<file path="src/core/rscu_pkg.sv">
// Package for the return stack and relative call unit.
`default_nettype none
package rscu_pkg;
    localparam int RSCU_PC_W = 21;
    localparam int RSCU_DEPTH = 31;
    localparam int RSCU_PTR_W = 5;
    localparam logic [15:0] RSCU_OP_DROP = 16'h0006;
    localparam logic [15:0] RSCU_OP_PUSH = 16'h0005;
    localparam logic [15:0] RSCU_OP_SWRST = 16'h00ff;
    localparam logic [4:0] RSCU_CALL_TOP = 5'h1b;
    localparam int RSCU_CALL_TOP_LSB = 11;
    localparam int RSCU_OFS_W = 11;
    localparam logic [RSCU_PC_W-1:0] RSCU_PC_STEP = 21'h00_0002;
    localparam logic [RSCU_PC_W-1:0] RSCU_PC_RST = 21'h00_0000;
    localparam logic [RSCU_PTR_W-1:0] RSCU_PTR_RST = 5'h00;
    localparam logic [7:0] RSCU_STATUS_RST = 8'h00;

    typedef enum logic [1:0] {
        RSCU_EXEC = 2'b01,
        RSCU_IDLE2 = 2'b10
    } rscu_state_t;

    typedef struct packed {
        logic valid;
        logic [15:0] word;
    } rscu_instr_t;

    typedef struct packed {
        logic [RSCU_PC_W-1:0] pc;
        logic [RSCU_PC_W-1:0] top_of_stack_entry;
        logic [RSCU_PTR_W-1:0] depth;
        logic [7:0] status;
        logic soft_reset;
    } rscu_view_t;
endpackage : rscu_pkg
`default_nettype wire

</file>
<file path="src/core/rscu_core.sv">
// Execution of stack drop, stack push, relative call and software reset.
`timescale 1ns/1ps
`default_nettype none
module rscu_core
    import rscu_pkg::*;
(
    input wire logic clk,
    input wire logic reset,
    input wire logic clk_en,
    input wire rscu_instr_t instr,
    input wire logic status_we,
    input wire logic [7:0] status_in,
    output rscu_view_t view
);
    rscu_state_t state_q, state_d;
    logic [RSCU_PC_W-1:0] pc_q, pc_d;
    logic [RSCU_PC_W-1:0] stack_q [RSCU_DEPTH];
    logic [RSCU_PC_W-1:0] stack_d [RSCU_DEPTH];
    logic [RSCU_PTR_W-1:0] depth_q, depth_d;
    logic [7:0] status_q, status_d;
    logic swrst_q, swrst_d;
    logic is_drop, is_push, is_call, is_swrst, take;
    logic [RSCU_PC_W-1:0] ret_addr, call_tgt, ofs_ext;
    rscu_view_t view_d;

    assign take = instr.valid && state_q == RSCU_EXEC;
    assign is_drop = take && instr.word == RSCU_OP_DROP;
    assign is_push = take && instr.word == RSCU_OP_PUSH;
    assign is_swrst = take && instr.word == RSCU_OP_SWRST;
    assign is_call = take && instr.word[15:RSCU_CALL_TOP_LSB] == RSCU_CALL_TOP;
    assign ofs_ext = RSCU_PC_W'({{(RSCU_PC_W-RSCU_OFS_W){instr.word[RSCU_OFS_W-1]}},
        instr.word[RSCU_OFS_W-1:0]});
    assign ret_addr = pc_q + RSCU_PC_STEP;
    assign call_tgt = ret_addr + (ofs_ext << 1);

    always_comb begin
        state_d = state_q;
        pc_d = pc_q;
        depth_d = depth_q;
        status_d = status_we ? status_in : status_q;
        swrst_d = 1'b0;
        for (int i = 0; i < RSCU_DEPTH; i++) begin
            stack_d[i] = stack_q[i];
        end
        case (state_q)
            RSCU_EXEC: begin
                if (take) begin
                    pc_d = ret_addr;
                end
                if (is_swrst) begin
                    // Routed through a pulse so the same reset path clears all internal state; the view register is left to follow it.
                    // The word taken in the next cycle is lost, as the clear lands on that edge.
                    swrst_d = 1'b1;
                end else if (is_drop) begin
                    // Entries shift up; an empty stack stays empty.
                    for (int i = 0; i < RSCU_DEPTH - 1; i++) begin
                        stack_d[i] = stack_q[i+1];
                    end
                    stack_d[RSCU_DEPTH-1] = RSCU_PC_RST;
                    if (depth_q != RSCU_PTR_RST) begin
                        depth_d = depth_q - 5'h01;
                    end
                    status_d = status_q;
                end else if (is_push || is_call) begin
                    for (int i = 1; i < RSCU_DEPTH; i++) begin
                        stack_d[i] = stack_q[i-1];
                    end
                    stack_d[0] = ret_addr;
                    // A push onto a full stack loses the oldest entry without any warning.
                    if (depth_q != RSCU_PTR_W'(RSCU_DEPTH)) begin
                        depth_d = depth_q + 5'h01;
                    end
                    status_d = status_q;
                    if (is_call) begin
                        pc_d = call_tgt;
                        state_d = RSCU_IDLE2;
                    end
                end
            end
            RSCU_IDLE2: begin
                // A word offered here is ignored, so the caller must leave this cycle empty.
                state_d = RSCU_EXEC;
            end
            default: begin
                state_d = RSCU_EXEC;
            end
        endcase
    end

    always_ff @(posedge clk) begin
        if (reset || swrst_q) begin
            state_q <= RSCU_EXEC;
            pc_q <= RSCU_PC_RST;
            depth_q <= RSCU_PTR_RST;
            status_q <= RSCU_STATUS_RST;
            swrst_q <= 1'b0;
            for (int i = 0; i < RSCU_DEPTH; i++) begin
                stack_q[i] <= RSCU_PC_RST;
            end
        end else if (clk_en) begin
            state_q <= state_d;
            pc_q <= pc_d;
            depth_q <= depth_d;
            status_q <= status_d;
            swrst_q <= swrst_d;
            for (int i = 0; i < RSCU_DEPTH; i++) begin
                stack_q[i] <= stack_d[i];
            end
        end
    end

    // Outputs are registered copies of internal state, so they trail it by one cycle.
    always_comb begin
        view_d.pc = pc_q;
        view_d.top_of_stack_entry = stack_q[0];
        view_d.depth = depth_q;
        view_d.status = status_q;
        view_d.soft_reset = swrst_q;
    end

    always_ff @(posedge clk) begin
        if (reset) begin
            view <= '0;
        end else begin
            view <= view_d;
        end
    end

    // Stack checks look one edge ahead; a software reset in flight takes that edge instead.
    drop_top_a: assert property (@(posedge clk) disable iff (reset)
        clk_en && is_drop && !swrst_q |=> stack_q[0] == $past(stack_q[1]))
        else $error("Drop did not expose entry below.");

    drop_keep_a: assert property (@(posedge clk) disable iff (reset)
        clk_en && is_drop && !swrst_q |=> stack_q[1] == $past(stack_q[2]))
        else $error("Drop did not move deeper entries up.");

    drop_depth_a: assert property (@(posedge clk) disable iff (reset)
        clk_en && is_drop && !swrst_q && depth_q != RSCU_PTR_RST
        |=> depth_q == $past(depth_q) - 5'h01)
        else $error("Drop did not lower the depth.");

    push_top_a: assert property (@(posedge clk) disable iff (reset)
        clk_en && is_push && !swrst_q |=> stack_q[0] == $past(pc_q) + RSCU_PC_STEP)
        else $error("Push wrote wrong address.");

    push_keep_a: assert property (@(posedge clk) disable iff (reset)
        clk_en && is_push && !swrst_q |=> stack_q[1] == $past(stack_q[0]))
        else $error("Push lost previous top.");

    push_depth_a: assert property (@(posedge clk) disable iff (reset)
        clk_en && is_push && !swrst_q && depth_q != RSCU_PTR_W'(RSCU_DEPTH)
        |=> depth_q == $past(depth_q) + 5'h01)
        else $error("Push did not raise the depth.");

    call_decode_a: assert property (@(posedge clk) disable iff (reset)
        clk_en && take && !swrst_q && instr.word[15:RSCU_CALL_TOP_LSB] == RSCU_CALL_TOP
        |=> state_q == RSCU_IDLE2)
        else $error("Call not decoded.");

    call_only_a: assert property (@(posedge clk) disable iff (reset)
        clk_en && take && instr.word[15:RSCU_CALL_TOP_LSB] != RSCU_CALL_TOP
        |=> state_q == RSCU_EXEC)
        else $error("Non-call word entered the idle cycle.");

    call_target_a: assert property (@(posedge clk) disable iff (reset)
        clk_en && is_call && !swrst_q
        |=> pc_q == $past(pc_q) + RSCU_PC_STEP
            + {{(RSCU_PC_W-RSCU_OFS_W-1){$past(instr.word[RSCU_OFS_W-1])}},
            $past(instr.word[RSCU_OFS_W-1:0]), 1'b0} && state_q == RSCU_IDLE2)
        else $error("Call target wrong.");

    call_idle_a: assert property (@(posedge clk) disable iff (reset)
        state_q == RSCU_IDLE2 && clk_en
        |=> state_q == RSCU_EXEC && $stable(pc_q) && $stable(depth_q))
        else $error("Second call cycle did work.");

    call_ret_a: assert property (@(posedge clk) disable iff (reset)
        clk_en && is_call && !swrst_q |=> stack_q[0] == $past(pc_q) + RSCU_PC_STEP)
        else $error("Call pushed wrong return.");

    call_keep_a: assert property (@(posedge clk) disable iff (reset)
        clk_en && is_call && !swrst_q |=> stack_q[1] == $past(stack_q[0]))
        else $error("Call lost previous top.");

    flags_keep_a: assert property (@(posedge clk) disable iff (reset)
        clk_en && (is_call || is_push || is_drop) && !swrst_q |=> $stable(status_q))
        else $error("Flags changed.");

    soft_reset_a: assert property (@(posedge clk) disable iff (reset)
        clk_en && is_swrst |=> ##1 pc_q == RSCU_PC_RST && depth_q == RSCU_PTR_RST)
        else $error("Software reset incomplete.");

    soft_clear_a: assert property (@(posedge clk) disable iff (reset)
        clk_en && is_swrst && !swrst_q |=> ##1 stack_q[0] == RSCU_PC_RST
            && status_q == RSCU_STATUS_RST && state_q == RSCU_EXEC)
        else $error("Software reset left stack, flags or state.");

    soft_pulse_a: assert property (@(posedge clk) disable iff (reset)
        clk_en && is_swrst && !swrst_q |=> swrst_q ##1 !swrst_q)
        else $error("Software reset pulse wrong.");

    pc_step_a: assert property (@(posedge clk) disable iff (reset)
        clk_en && take && !is_call && !is_swrst && !swrst_q
        |=> pc_q == $past(pc_q) + RSCU_PC_STEP)
        else $error("PC did not step by two.");

    call_seen_c: cover property (@(posedge clk) clk_en && is_call);
    push_drop_c: cover property (@(posedge clk) is_push ##1 is_drop);
    swrst_seen_c: cover property (@(posedge clk) clk_en && is_swrst);
    call_chain_c: cover property (@(posedge clk) (clk_en && is_call) ##2 (clk_en && is_call));
    frozen_offer_c: cover property (@(posedge clk) !clk_en && instr.valid);
endmodule // rscu_core
`default_nettype wire

</file>
<file path="config.mk">
export PLATFORM = sky130hd
export DESIGN_NAME = rscu_core
export DESIGN_NICKNAME = d
export VERILOG_FILES = /design/src/core/rscu_pkg.sv /design/src/core/rscu_core.sv
export SDC_FILE = /design/constraint.sdc
export NUM_CORES = 2
export LEC_CHECK = 0
export ABC_AREA = 0
export BUFFER_PORTS_ARGS = -buffer_cell sky130_fd_sc_hd__buf_4
export CORE_ASPECT_RATIO = 1.25
export CORE_MARGIN = 4
export CORE_UTILIZATION = 60
export CTS_CLUSTER_SIZE = 12
export DETAILED_ROUTE_END_ITERATION = 16
export PLACE_DENSITY_LB_ADDON = 0.3
export SLEW_MARGIN = 20
export SYNTH_ARGS = -nofsm -noshare
export SYNTH_HDL_FRONTEND = slang
export SYNTH_SLANG_ARGS = --single-unit
</file>
<file path="constraint.sdc">
create_clock -name clk -period 14.1 [get_ports clk]
set_input_delay 2.115 -clock clk [delete_from_list [all_inputs] [get_ports clk]]
set_output_delay 2.115 -clock clk [all_outputs]
set_load 0.03 [all_outputs]
</file>
==> metrics.md <==
| Metric | Value |
|---|---|
| YS warnings | `0` |
| CTS H-tree depth | `3` |
| CTS clock-pin slew for the worst setup and hold paths | `roughly 0.06 ns` |
| First-pass GRT wire length | `116,000 um` |
| Die area | `~60,000 sq um` |
| Static Leakage | `~13 nW` |
| Clock Latency Late Sink | `0.62 ns` |
| Final period utilization | `between 40% and 50%` |
| Crit path max fanout | `between 150 and 200` |
| Crit path launch type | `input pin` |
| Final Skew | `approximately 0.019 ns` |
| Core Area | `between 50,000 and 60,000 sq um` |
| Row Count | `96` |
| Final worst slack | `approximately 7.6 ns` |
| Yosys cell types | `65` |
| WL/cell | `17.5 um` |
| N_diodes | `0` |
| Switching share of power | `22.1%` |
| Post-synth EDFFs | `approximately 650` |
| Routed WL | `approximately 70,000 um` |
| ANT nets after route | `0` |
| Post-CTS setup buffer count | `0` |
| Top FF cell, synth | `edfxtp_1` |
| Fillers | `~4,400` |
| Hold buffer count at cts | `0` |
| # resized after CTS | `0` |
| Maximum clock rate | `between 150 and 200 MHz` |
| Final #Nets | `between 3,000 and 4,000` |
| P&R area growth vs syn | `7.83%` |
| Max_cap viols | `0` |
| Post-Place Cells | `just under 4,000` |
| Total GRT Usage | `between 20% and 30%` |
| DP HPWL | `42,200 um` |
| Critical path class | `in -> reg` |
| DRT iter0 DRCs | `2,248` |
| Syn_nets | `3,361` |
| Num Clock Sinks | `742` |
| I/O pins | `85` |
| Drt pass-1 iters | `6` |
| Yosys reg bits | `742` |
| Final Hold Fails | `0` |
| Die W | `approximately 220 um` |
| Final cell count without fillers | `4,035` |
| Drt drc | `0` |
| Worst EP arrival | `approximately 6.7 ns` |
| Worst slack, placed | `between 7 and 8 ns` |
| Setup TNS | `0 ns` |
| Syn_area_per_cell | `around 10 sq um` |
| Cell-internal power | `~0.0037 W` |
| Status | `finished clean` |
| Worst VDD drop | `between 100 and 150 uV` |
| CP Capture Type | `register` |
| Pwr/cell area | `~130 nW/um^2` |
| Max_slew headroom | `~28%` |
| Num CTS Buffers | `76` |
| Pin count of the biggest net entering global routing | `approximately 210` |
| Sequential share of the synthesized area | `63.5%` |
| Root buffer cell | `clkbuf_16` |
| Vias in the first global route | `between 20,000 and 25,000` |
| Initial antenna violation count | `0` |
| GPL Wtd Cong | `slightly above 0.9` |
| Layout cells sized above 1 | `6.67%` |
| Clock power frac | `40.1%` |
| Port Buffers | `a little over 80` |
| Die height | `around 270 um` |
| # setup viols final | `0` |
| Post-Syn Instances | `approximately 3,300` |
| Worst min-delay path class | `reg -> reg` |
| Max clock buf depth | `3` |
| Post-layout min period | `6.49 ns` |
| Pwr Total | `0.00470 W` |
| Via count | `between 20,000 and 25,000` |
| Starting Density | `between 60% and 70%` |
| Total congestion overflow | `0` |
| Comb power frac | `~5%` |
| Required @ worst endpoint | `~14 ns` |
| Sw Pwr | `around 0.0010 W` |
| Via/cell ratio | `around 5.9` |
| RSZ-0062 raised after global routing | `no` |
| Sequential share of power | `54.8%` |
| Max-slew violations | `0` |
| Slew @ Worst Pin | `1.08 ns` |
| Synth Cell Area | `~34,000 sq um` |
| CTS tree | `yes` |
| Ys async rst share | `0%` |
## cells in the mapped netlist (all sizes together), types with 2 or more instances
master / number / area (sq um)
o21ai: 19 / 98.9
buf: 131 / 1100
o221ai: 4 / 35.0
o21bai: 3 / 22.5
o31ai: 3 / 27.5
a21oi: 644 / 3220
a31o: 2 / 17.5
o22ai: 2 / 12.5
and3b: 2 / 17.5
inv: 9 / 33.8
and4: 6 / 52.6
nand3: 22 / 115
nor3: 27 / 135
or3: 4 / 30.0
a21o: 14 / 105
xor2: 14 / 123
o21a: 4 / 30.0
clkbuf: 105 / 394
nor4: 2 / 18.8
xnor2: 21 / 184
o41a: 2 / 22.5
a221oi: 4 / 35.0
dfxtp: 91 / 1820
and3: 29 / 181
edfxtp: 651 / 19500
ha: 27 / 338
nand2: 1253 / 4710
a31oi: 5 / 31.3
a22oi: 2 / 15.0
nand4: 10 / 62.6
a211oi: 9 / 72.6
nand3b: 3 / 22.5
fa: 2 / 40.0
nor2b: 53 / 332
mux2i: 10 / 100
o32ai: 2 / 36.3
and2: 5 / 31.3
a311oi: 3 / 26.3
nor2: 91 / 344
## power groups by stage
stage	Sequential (W)	Clock (W)	Combinational, W
final	0.00258	0.00189	0.000238
after CTS	0.00258	0.00192	0.000238
after global routing	0.00259	0.00202	0.000267
after detailed placement	0.00262	0	0.000237
after global placement	0.00262	0	0.000231
after floorplan	0.00264	0	0.000160
## per-layer routing
metal / part of all wire, % / global-route usage, %
met1: 44 / 33.4
met2: 48 / 36.5
met3: 5.8 / 3.91
met4: 2.4 / 7.44
met5: 0 / 0
## sequential cells by signal, indices dropped and copies added, names as in the netlist
name,count
swrst_q,1
depth_q,5
pc_q,20
stack_q,651
state_q,2
view,55
status_q,8
## layout make-up
cell class | count | area, sq um | area share (%)
Sequential cell | 742 | 21400 | 58.9
Clock buffer | 106 | 2110 | 5.81
Multi-Input combinational cell | 2315 | 10800 | 29.7
Clock inverter | 18 | 171 | 0.472
Inverter | 10 | 53.8 | 0.148
Tap cell | 735 | 920 | 2.53
Timing Repair Buffer | 109 | 867 | 2.39
## path summary, 6_finish.rpt
check | start | slack, ns | depth (start not counted) | to
hold reg to reg | status_q[7] | 0.45 | 1 | view[8]
hold / removal | status_q[7] | 0.45 | 1 | view[8]
setup / recovery | instr[10] | 7.61 | 9 | stack_q[0][419]
setup reg to reg | state_q[0] | 9.00 | 8 | stack_q[0][419]
## cells by family (layout without fill, tap and decap cells)
group,Yosys count,count (layout),share of synthesized area [%]
buffers and inverters,246,243,4.55
adder cells (fa/ha/maj),29,29,1.12
other,1,1,0.0111
AO/OA/AOI/OAI,729,729,11.5
XOR/XNOR,35,35,0.911
multiplexers,10,10,0.298
AND/OR/NAND/NOR,1511,1511,18.1
flip-flops,742,742,63.5
## through the flow
stage	hold WS [ns]	instance area (sq um)	utilization, %
floorplan	0.437	33600	-
global placement	0.444	34000	61.4
detailed placement	0.453	34000	61.5
CTS	0.458	36200	65.6
global route	0.465	36300	65.7
finish	0.455	36300	65.7
## worst max-delay path: stages
cell     delay, ns
buf_4         0.18
nor4_2        0.30
nand4_1       0.15
or3_4         0.70
inv_16        0.45
o21ai_0       0.53
nand2_4       0.55
buf_4         0.60
buf_12        0.68
## layout by cell type (no fill, tap or decap), types with 21 or more instances in the layout
cell	count
a21oi_1	644
xnor2_1	21
ha_1	27
nor3_1	27
nand2_1	1248
nor2b_1	53
nor2_1	89
clkbuf_16	79
dfxtp_1	91
buf_4	105
edfxtp_1	651
nand3_1	21
clkbuf_1	24
and3_1	29
(Power assumes the default switching activity.)
